===== src/include/dmc_pkg.sv =====
// Package holding the register map, field positions, reset values and carriers.
package dmc_pkg;

	// ****************************************************************
	// Register offsets and address ranges
	// ****************************************************************
	localparam logic [7:0] OFS_OWN_ADDR = 8'h00;  // Own target address.
	localparam logic [7:0] OFS_RESET    = 8'h01;  // Soft reset control.
	localparam logic [7:0] OFS_GEN_CFG  = 8'h02;  // General configuration.
	localparam logic [7:0] OFS_DEV_STS  = 8'h04;  // Device status.
	localparam logic [7:0] OFS_PORT_SEL = 8'h4C;  // Receive port select.
	localparam logic [7:0] PAGE_LO      = 8'h4D;  // First paged port offset.
	localparam logic [7:0] PAGE_HI      = 8'h7F;  // Last paged port offset.
	localparam logic [7:0] TEST_LO      = 8'hD0;  // First per-port test offset.
	localparam logic [7:0] TEST_HI      = 8'hDF;  // Last per-port test offset.

	// ****************************************************************
	// Field positions
	// ****************************************************************
	localparam int ADDR_OVR_BIT   = 0;  // Address override.
	localparam int RST_KEEP_BIT   = 0;  // Logic reset keeping registers.
	localparam int RST_FULL_BIT   = 1;  // Full logic reset.
	localparam int RST_RELOAD_BIT = 2;  // Fuse configuration reload.
	localparam int CFG_IN_OVR_BIT = 7;  // Input select override.
	localparam int CFG_IN_SEL_BIT = 6;  // Input select value.
	localparam int CFG_OUT_OVR_BIT = 5; // Output control override.
	localparam int CFG_OE_BIT     = 3;  // Output enable.
	localparam int CFG_OSS_BIT    = 2;  // Idle state select.
	localparam int STS_INIT_BIT   = 6;  // Init complete.
	localparam int SEL_RD_LSB     = 4;  // Read port field, bits 5:4.
	localparam int SEL_WR0_BIT    = 0;  // Write enable for port 0.
	localparam int SEL_WR1_BIT    = 1;  // Write enable for port 1.

	// ****************************************************************
	// Reset values and sizes
	// ****************************************************************
	localparam logic [6:0] OWN_ADDR_RST  = 7'h3D;  // Address before strap capture.
	localparam logic [7:0] GEN_CFG_RST   = 8'h1E;  // General configuration.
	localparam logic [7:0] PORT_SEL_RST  = 8'h01;  // Port 0 read and write.
	localparam logic [1:0] STRAP_CAP_CYC = 2'h3;   // Strap sampling cycles.
	localparam int         PAGE_AW       = 7;      // Page index width.
	localparam int         PAGE_DEPTH    = 68;     // Bytes per port page.
	localparam logic [6:0] TEST_IDX_BASE = 7'h34;  // Index of first test byte.

	// ****************************************************************
	// Carriers
	// ****************************************************************
	// One register access from the I2C target or the control channel.
	typedef struct packed {
		logic       valid;
		logic       write;
		logic [7:0] addr;
		logic [7:0] wdata;
	} dmc_req_t;

	// Read answer; src is 1 for the control channel.
	typedef struct packed {
		logic       valid;
		logic       src;
		logic [7:0] data;
	} dmc_rsp_t;

	// Strapped and pin-driven settings.
	typedef struct packed {
		logic [6:0] strap_addr;
		logic       input_sel;
		logic       output_drive;
		logic       idle_state;
	} dmc_pins_t;

endpackage


===== src/core/dmc_regs.sv =====
// Shared configuration and reset registers with the paged port windows.
//
// Operation
// Both I2C and control channel reach registers.
// Paged reads by bits 5:4, writes by enables.
// Test range also kept separate per port.
// Address field shows address in use.
// Override bit makes address field writable.
// Reset bit 2 restarts fuse load; a write that also sets bit 1 gives only the full reset, no reload.
// Reset bit 1 resets logic and registers.
// Reset bit 0 resets logic, keeps registers.
// Input override bit picks input mode.
// Output override replaces enable and idle pins.
// Idle one, enable zero: outputs high impedance.
// Idle zero forces HS-0 while unlocked.
// Init complete set after fuse load.
// Self-clearing bits always read back zero.
`timescale 1ns/100ps
module dmc_regs
	import dmc_pkg::*;
(
	// Clock and reset.
	input  wire logic       clk,
	input  wire logic       rst_b,
	// Register access from the I2C target and the control channel.
	input  wire dmc_req_t   i2c_req,
	input  wire dmc_req_t   cc_req,
	output logic            cc_ready,
	output dmc_rsp_t        rsp,
	// Pins and device state.
	input  wire dmc_pins_t  pins,
	input  wire logic       link_locked,
	input  wire logic       fuse_load_done,
	// Effective settings.
	output logic [6:0]      own_target_address,
	output logic            input_mode,
	output logic            output_enable,
	output logic            idle_state_sel,
	output logic            parallel_out_hiz,
	output logic            force_hs0,
	// Reset and reload strobes, and the init complete status.
	output logic            full_logic_reset,
	output logic            logic_reset_keep_regs,
	output logic            reload_fuse_config,
	output logic            init_done
);

	// ****************************************************************
	// State
	// ****************************************************************
	typedef struct packed {
		dmc_pins_t  pins_s1;       // First synchroniser stage.
		dmc_pins_t  pins_s2;       // Second synchroniser stage.
		logic [6:0] strap_addr;    // Address caught after reset.
		logic [1:0] cap_cnt;       // Strap sampling countdown.
		logic [6:0] own_addr;      // Programmed own address.
		logic       addr_ovr;      // Address override.
		logic [4:0] rst_rsv;       // Spare bits of the reset register.
		logic [7:0] gen_cfg;       // Stored general configuration.
		logic [7:0] port_sel;      // Receive port select.
		logic       init_done;     // Fuse load complete.
		logic       pulse_full;    // Full reset strobe.
		logic       pulse_keep;    // Register-keeping reset strobe.
		logic       pulse_reload;  // Fuse reload strobe.
		logic       rsp_valid;     // Read answer valid.
		logic       rsp_src;       // Read answer destination.
		logic       rsp_mem;       // Answer comes from a page store.
		logic       rsp_port;      // Page store that answers.
		logic [7:0] rsp_data;      // Shared register read data.
	} dmc_state_t;

	// Value after reset; the strap is sampled in the first cycles after release.
	localparam dmc_state_t ST_RST = '{
		strap_addr: OWN_ADDR_RST, cap_cnt: STRAP_CAP_CYC, own_addr: OWN_ADDR_RST,
		gen_cfg: GEN_CFG_RST, port_sel: PORT_SEL_RST, default: '0};

	dmc_state_t st_reg;       // Registered state.
	dmc_state_t st_next;      // Next state.
	dmc_req_t   req;          // Access chosen this cycle.
	logic [7:0] mem_rdata0;   // Port 0 page read data.
	logic [7:0] mem_rdata1;   // Port 1 page read data.
	logic       wr_page;      // Write into the paged ranges.

	// ****************************************************************
	// Helpers
	// ****************************************************************
	// True for offsets that are held separately per receive port.
	function automatic logic is_paged(input logic [7:0] a);
		return ((a >= PAGE_LO) && (a <= PAGE_HI)) || ((a >= TEST_LO) && (a <= TEST_HI));
	endfunction

	// Maps a paged offset onto the page store index.
	function automatic logic [PAGE_AW-1:0] page_index(input logic [7:0] a);
		logic [7:0] d;
		d = (a >= TEST_LO) ? (a - TEST_LO) : (a - OFS_PORT_SEL);
		return (a >= TEST_LO) ? (PAGE_AW'(d) + TEST_IDX_BASE) : PAGE_AW'(d);
	endfunction

	// ****************************************************************
	// Access arbitration
	// ****************************************************************
	// Both access paths
	// The I2C target wins a collision; the channel waits, as its transactions
	// already tolerate long turnaround on the link.
	assign req      = i2c_req.valid ? i2c_req : cc_req;
	assign cc_ready = !i2c_req.valid;
	assign wr_page  = req.valid && req.write && is_paged(req.addr);

	// ****************************************************************
	// Effective settings
	// ****************************************************************
	// Address in use
	assign own_target_address = st_reg.addr_ovr ? st_reg.own_addr : st_reg.strap_addr;
	// Input override
	assign input_mode = st_reg.gen_cfg[CFG_IN_OVR_BIT] ? st_reg.gen_cfg[CFG_IN_SEL_BIT]
	                                                    : st_reg.pins_s2.input_sel;
	// Output override
	assign output_enable  = st_reg.gen_cfg[CFG_OUT_OVR_BIT] ? st_reg.gen_cfg[CFG_OE_BIT]
	                                                         : st_reg.pins_s2.output_drive;
	assign idle_state_sel = st_reg.gen_cfg[CFG_OUT_OVR_BIT] ? st_reg.gen_cfg[CFG_OSS_BIT]
	                                                         : st_reg.pins_s2.idle_state;
	// High impedance
	assign parallel_out_hiz = idle_state_sel && !output_enable;
	// HS-0 while unlocked
	assign force_hs0 = !link_locked && !idle_state_sel;

	// Strobes and status come straight from the state register.
	assign full_logic_reset      = st_reg.pulse_full;
	assign logic_reset_keep_regs = st_reg.pulse_keep;
	assign reload_fuse_config    = st_reg.pulse_reload;
	assign init_done             = st_reg.init_done;

	// Read port select
	// Answer data: shared value, or the page store picked at request time.
	assign rsp.valid = st_reg.rsp_valid;
	assign rsp.src   = st_reg.rsp_src;
	assign rsp.data  = !st_reg.rsp_mem ? st_reg.rsp_data
	                 : (st_reg.rsp_port ? mem_rdata1 : mem_rdata0);

	// ****************************************************************
	// Next-state logic
	// ****************************************************************
	// Computes synchronisers, strap capture, writes, reads and strobes.
	always_comb begin
		st_next = st_reg;
		st_next.pins_s1 = pins;
		st_next.pins_s2 = st_reg.pins_s1;
		st_next.pulse_full   = 1'b0;
		st_next.pulse_keep   = 1'b0;
		st_next.pulse_reload = 1'b0;
		st_next.rsp_valid    = 1'b0;
		// While the override is clear the programmed copy follows the strap.
		// Setting the override then keeps the address in use unchanged.
		if (!st_reg.addr_ovr) begin
			st_next.own_addr = st_reg.strap_addr;
		end
		// The strap settles through the synchroniser before it is caught.
		if (st_reg.cap_cnt != 2'h0) begin
			st_next.cap_cnt    = st_reg.cap_cnt - 2'h1;
			st_next.strap_addr = st_reg.pins_s2.strap_addr;
		end
		// Register writes.
		if (req.valid && req.write) begin
			unique case (req.addr)
				// Own address; the field only takes a write under override.
				OFS_OWN_ADDR: begin
					st_next.addr_ovr = req.wdata[ADDR_OVR_BIT];
					// Override gates write
					if (st_reg.addr_ovr) begin
						st_next.own_addr = req.wdata[7:1];
					end
				end
				// Reset control; the action bits are strobes, never stored.
				OFS_RESET: begin
					st_next.rst_rsv = req.wdata[7:3];
					// Fuse reload
					if (req.wdata[RST_RELOAD_BIT]) begin
						st_next.pulse_reload = 1'b1;
						st_next.init_done    = 1'b0;
					end
					// Keep registers
					st_next.pulse_keep = req.wdata[RST_KEEP_BIT];
				end
				// General configuration is stored whole.
				OFS_GEN_CFG: begin
					st_next.gen_cfg = req.wdata;
				end
				// Port select.
				OFS_PORT_SEL: begin
					st_next.port_sel = req.wdata;
				end
				// Other offsets are shared no-ops or go to the page stores.
				default: begin
				end
			endcase
		end
		// Init complete set
		// A finished load that meets a reload request wins.
		if (fuse_load_done) begin
			st_next.init_done = 1'b1;
		end
		// Register reads; page store data arrive one cycle later.
		if (req.valid && !req.write) begin
			st_next.rsp_valid = 1'b1;
			st_next.rsp_src   = !i2c_req.valid;
			st_next.rsp_port  = st_reg.port_sel[SEL_RD_LSB];
			st_next.rsp_mem   = is_paged(req.addr)
			                  && (st_reg.port_sel[SEL_RD_LSB+1] == 1'b0);
			unique case (req.addr)
				OFS_OWN_ADDR: st_next.rsp_data = {own_target_address, st_reg.addr_ovr};
				// Strobes read zero
				OFS_RESET:    st_next.rsp_data = {st_reg.rst_rsv, 3'h0};
				OFS_GEN_CFG:  st_next.rsp_data = {st_reg.gen_cfg[7], input_mode,
				                                  st_reg.gen_cfg[5:4], output_enable,
				                                  idle_state_sel, st_reg.gen_cfg[1:0]};
				OFS_DEV_STS:  st_next.rsp_data = {1'b0, st_reg.init_done, 6'h00};
				OFS_PORT_SEL: st_next.rsp_data = st_reg.port_sel;
				default:      st_next.rsp_data = 8'h00;
			endcase
		end
		// Full reset
		// Registers return to reset values; the synchronisers and the init complete
		// flag carry on so a fuse load already finished is not lost.
		if (req.valid && req.write && (req.addr == OFS_RESET)
		    && req.wdata[RST_FULL_BIT]) begin
			st_next = ST_RST;
			st_next.pins_s1    = pins;
			st_next.pins_s2    = st_reg.pins_s1;
			st_next.init_done  = st_reg.init_done || fuse_load_done;
			st_next.pulse_full = 1'b1;
		end
	end

	// Registers the state.
	always_ff @(posedge clk or negedge rst_b) begin
		if (!rst_b) begin
			st_reg <= ST_RST;
		end else begin
			st_reg <= st_next;
		end
	end

	// ****************************************************************
	// Page stores
	// ****************************************************************
	// Per-port test range
	// Write enables per port
	dmc_page_mem u_page0 (
		.clk   (clk),
		.we    (wr_page && st_reg.port_sel[SEL_WR0_BIT]),
		.waddr (page_index(req.addr)),
		.wdata (req.wdata),
		.raddr (page_index(req.addr)),
		.rdata (mem_rdata0)
	);

	dmc_page_mem u_page1 (
		.clk   (clk),
		.we    (wr_page && st_reg.port_sel[SEL_WR1_BIT]),
		.waddr (page_index(req.addr)),
		.wdata (req.wdata),
		.raddr (page_index(req.addr)),
		.rdata (mem_rdata1)
	);

	logic wr_rst;  // Write to the reset register.
	assign wr_rst = req.valid && req.write && (req.addr == OFS_RESET);
endmodule // dmc_regs


===== src/core/dmc_page_mem.sv =====
// Per-port byte store for the paged and test register ranges.
`timescale 1ns/100ps
module dmc_page_mem
	import dmc_pkg::*;
(
	// Clock.
	input  wire logic               clk,
	// Write side.
	input  wire logic               we,
	input  wire logic [PAGE_AW-1:0] waddr,
	input  wire logic [7:0]         wdata,
	// Read side.
	input  wire logic [PAGE_AW-1:0] raddr,
	output logic [7:0]              rdata
);

	// The array is not reset; software programs it after every reset.
	logic [7:0] mem [PAGE_DEPTH];

	// Write port and registered read port.
	always_ff @(posedge clk) begin
		if (we && (waddr < PAGE_AW'(PAGE_DEPTH))) begin
			mem[waddr] <= wdata;
		end
		// Out-of-range indices read as zero.
		rdata <= (raddr < PAGE_AW'(PAGE_DEPTH)) ? mem[raddr] : 8'h00;
	end

endmodule // dmc_page_mem


===== config.mk =====
export PLATFORM = sky130hd
export DESIGN_NAME = dmc_regs
export DESIGN_NICKNAME = d
export VERILOG_FILES = /design/src/include/dmc_pkg.sv /design/src/core/dmc_regs.sv /design/src/core/dmc_page_mem.sv
export SDC_FILE = /design/constraint.sdc
export NUM_CORES = 1
export LEC_CHECK = 0
export BUFFER_PORTS_ARGS = -buffer_cell sky130_fd_sc_hd__buf_4
export CORE_AREA = 4 4 348 350
export DETAILED_ROUTE_END_ITERATION = 8
export DIE_AREA = 0 0 352 354
export PLACE_DENSITY = 0.6
export SKIP_CTS_REPAIR_TIMING = 1
export SKIP_LAST_GASP = 1
export SYNTH_ARGS = -nofsm -noshare
export SYNTH_HDL_FRONTEND = slang
export SYNTH_HIERARCHICAL = 1
export SYNTH_SLANG_ARGS = --single-unit

===== constraint.sdc =====
create_clock -name clk -period 3.8 [get_ports clk]
set_input_delay 0.95 -clock clk [delete_from_list [all_inputs] [get_ports clk]]
set_output_delay 0.95 -clock clk [all_outputs]
set_load 0.02 [all_outputs]

==> impl_metrics.env <==
export IMPL_worst_hold_path_type="flop to flop"
export IMPL_final_net_count=2958
export IMPL_wl_per_cell_um=25.7
export IMPL_grt_setup_unrepaired="yes"
export IMPL_clock_sinks=1178
export IMPL_initial_utilization_pct=39.9
export IMPL_drt_iter0_drc=2214
export IMPL_die_x_um=352
export IMPL_rows=126
export IMPL_synth_top_area_cell="edfxtp_1"
export IMPL_grt_use_total_pct=18.5
export IMPL_place_congestion=0.924
export IMPL_root_buffer="clkbuf_16"
export IMPL_required_ps=4340
export IMPL_power_density_mw_per_mm2=514
export IMPL_rr_worst_depth=6
export IMPL_drcViolationCount=0
export IMPL_grt_pass1_vias=25985
export IMPL_power_leakage_nw=18.8
export IMPL_grt_max_degree=137
export IMPL_dp_worst_setup_slack_ps=-750
export IMPL_dp_hpwl_um=75700
export IMPL_dieArea_mm2=0.125
export IMPL_crit_start="i2c_req[17]"
export IMPL_setup_violations_final=0
export IMPL_die_height_um=354
export IMPL_r2r_end="u_page1/rdata[5]"
export IMPL_crit_arrival_ps=4280
export IMPL_cp_start_kind="input port"
export IMPL_max_freq_mhz=268
export IMPL_antenna_cells=0
export IMPL_port_buffers=76
export IMPL_ff2ff_setup_slack_ps=1430
export IMPL_drv_slew=0
export IMPL_antenna_found_initial=1
export IMPL_async_flop_share_pct=6.28
export IMPL_grt_pass1_wl_um=174000
export IMPL_critPathCapture="u_page0/rdata[6]"
export IMPL_place_inst=4321
export IMPL_syn_nets=2517
export IMPL_cp_max_fo=13
export IMPL_clockBufferDepth=3
export IMPL_ys_types=77
export IMPL_fin_cells=4536
export IMPL_peakVddDrop_mv=0.371
export IMPL_htree_levels=3
export IMPL_syn2layout_area_growth_pct=19.4
export IMPL_vias_per_cell=5.54
export IMPL_cts_buffers=115
export IMPL_grt_ovfl_total=0
export IMPL_syn_area_per_cell_um2=19.1
export IMPL_ant_nets=0
export IMPL_worstReg2RegStart="u_page1/mem[20][5]"
export IMPL_synth_area_mm2=0.0469
export IMPL_min_period_ps=3740
export IMPL_cts_tree="done"
export IMPL_slew_headroom_pct=37.3
export IMPL_synth_flop_cell="edfxtp_1"
export IMPL_drt_first_pass_iters=5
export IMPL_crit_type="input port to flop"
export IMPL_fin_crit_sh_pct=98.3
export IMPL_ys_seq_area_share_pct=74.3
export IMPL_pin_count=77
export IMPL_synth_edff_count=1088
export IMPL_crit_path_end_kind="flop"
export IMPL_clock_latency_ps=710
export IMPL_finalClockSkew_ps=42.9
export IMPL_coreArea_mm2=0.118
export IMPL_power_mw=28.8
export IMPL_layout_common_cells="1088 x edfxtp_1, 406 x buf_4, 224 x mux4_2"
export IMPL_layout_drive_gt1_share_pct=32.2
export IMPL_fin_tns_setup_ps=0
export IMPL_status="finished clean"
export IMPL_worstMarginPinSlew_ps=941
export IMPL_synth_top_cells_by_area="edfxtp_1 70%, mux4_2 11%, mux2i_1 3.4%, dfrtp_1 3.0%, nor2_1 1.5%"
export IMPL_max_cap_viol_count=0
export IMPL_drt_wl_total_um=117000
export IMPL_synthDominantCellAreaShare_pct=69.6
export IMPL_synth_seq_cells=1178
export IMPL_final_hold_violation_count=0
export IMPL_route_vias_total=25113
export IMPL_layout_setup_ws_ps=63.5
export IMPL_path_clk_slew_ps=60
export IMPL_yosysWarningCount=6
export IMPL_post_synth_inst_count=2461
export IMPL_layout_commonest_cell="edfxtp_1"
## metrics by stage
step                      cell area [um^2]  hold slack (ps)  util [%]
after floorplan                      47200              331         -
final                                56000              349      47.6
after global placement               52300              344      44.5
after detailed placement             52300              337      44.5
after CTS                            56000              306      47.6
after global routing                 56000              319      47.6
## synthesized netlist by cell type (7+ instances only)
cell type and instances:
edfxtp_1 1088, mux4_2 224, nor2_1 192, mux2i_1 161, nand2_1 98, dfrtp_1 57, buf_2 45, a21oi_1 43
mux2_2 41, nand3_1 36, clkbuf_1 30, o21ai_0 30, nor2b_1 27, a22oi_1 23, buf_4 23, inv_1 22
o211ai_1 18, buf_6 17, dfstp_2 17, dfxtp_1 16, a22o_1 14, o22ai_1 13, a211oi_1 12, nand3b_1 12
a221oi_1 11, buf_1 10, nand2b_1 10, nor4_1 10, o21ai_1 10, o2111ai_1 9, o2bb2ai_1 9, and3_1 8
nor3_1 8, a32oi_1 7
## cell type report
class / count / area [um^2]
Timing Repair Buffer: 449 / 3890
Clock inverter: 76 / 669
Multi-Input combinational cell: 1133 / 11600
Tap cell: 1536 / 1920
Inverter: 25 / 114
Clock buffer: 139 / 2990
Sequential cell: 1178 / 34900
Fill cell: 9634 / 61700
## worst min path at each step
stage               start    endpoint  slack, ps  cells past startpoint
6_report       st_reg[66]  st_reg[56]        350                      0
5_1_grt           pins[4]  st_reg[68]        320                      1
4_1_cts           pins[4]  st_reg[68]        310                      1
3_5_place_dp   st_reg[69]  st_reg[59]        340                      0
3_3_place_gp   st_reg[72]  st_reg[62]        340                      0
2_1_floorplan  st_reg[64]  st_reg[54]        330                      0
## worst max-delay path: stages
cell and delay (ps):
buf_4 150, mux2_4 340, inv_4 70, ha_4 130, o211ai_1 140, a21oi_2 210, buf_4 160, mux2i_4 420
buf_4 340, nand2b_1 230, buf_4 170, o22ai_1 110, a2111oi_1 640, o21ai_1 200
## kinds of logic after synthesis
kind of cell | share of synthesized area (%)
compound gates | 3.85
buf+inv | 1.78
fa+ha+maj | 0.160
xor+xnor | 0.0933
simple gates | 4.44
flops | 74.3
mux | 15.4
## metal layers
| metal | vias to the layer above | global-route usage, % | wire length (um) | part of all wire, % |
|---|---|---|---|---|
| met5 | - | 0 | 0 | 0 |
| met4 | 0 | 5.43 | 3060 | 2.6 |
| met3 | 181 | 3.62 | 7760 | 6.7 |
| met2 | 912 | 30.1 | 56900 | 49 |
| met1 | 13141 | 25.5 | 48800 | 42 |
| li1 | 10879 | - | - | - |
## power breakdown
part	total [mW]	internal [mW]	switching (mW)	leakage (nW)
combinational	3.15	1.26	1.89	6.19
sequential	14.6	14.5	0.0989	10.8
clock	11.1	6.28	4.81	1.77
No activity file was read; power rests on OpenSTA's default activity.
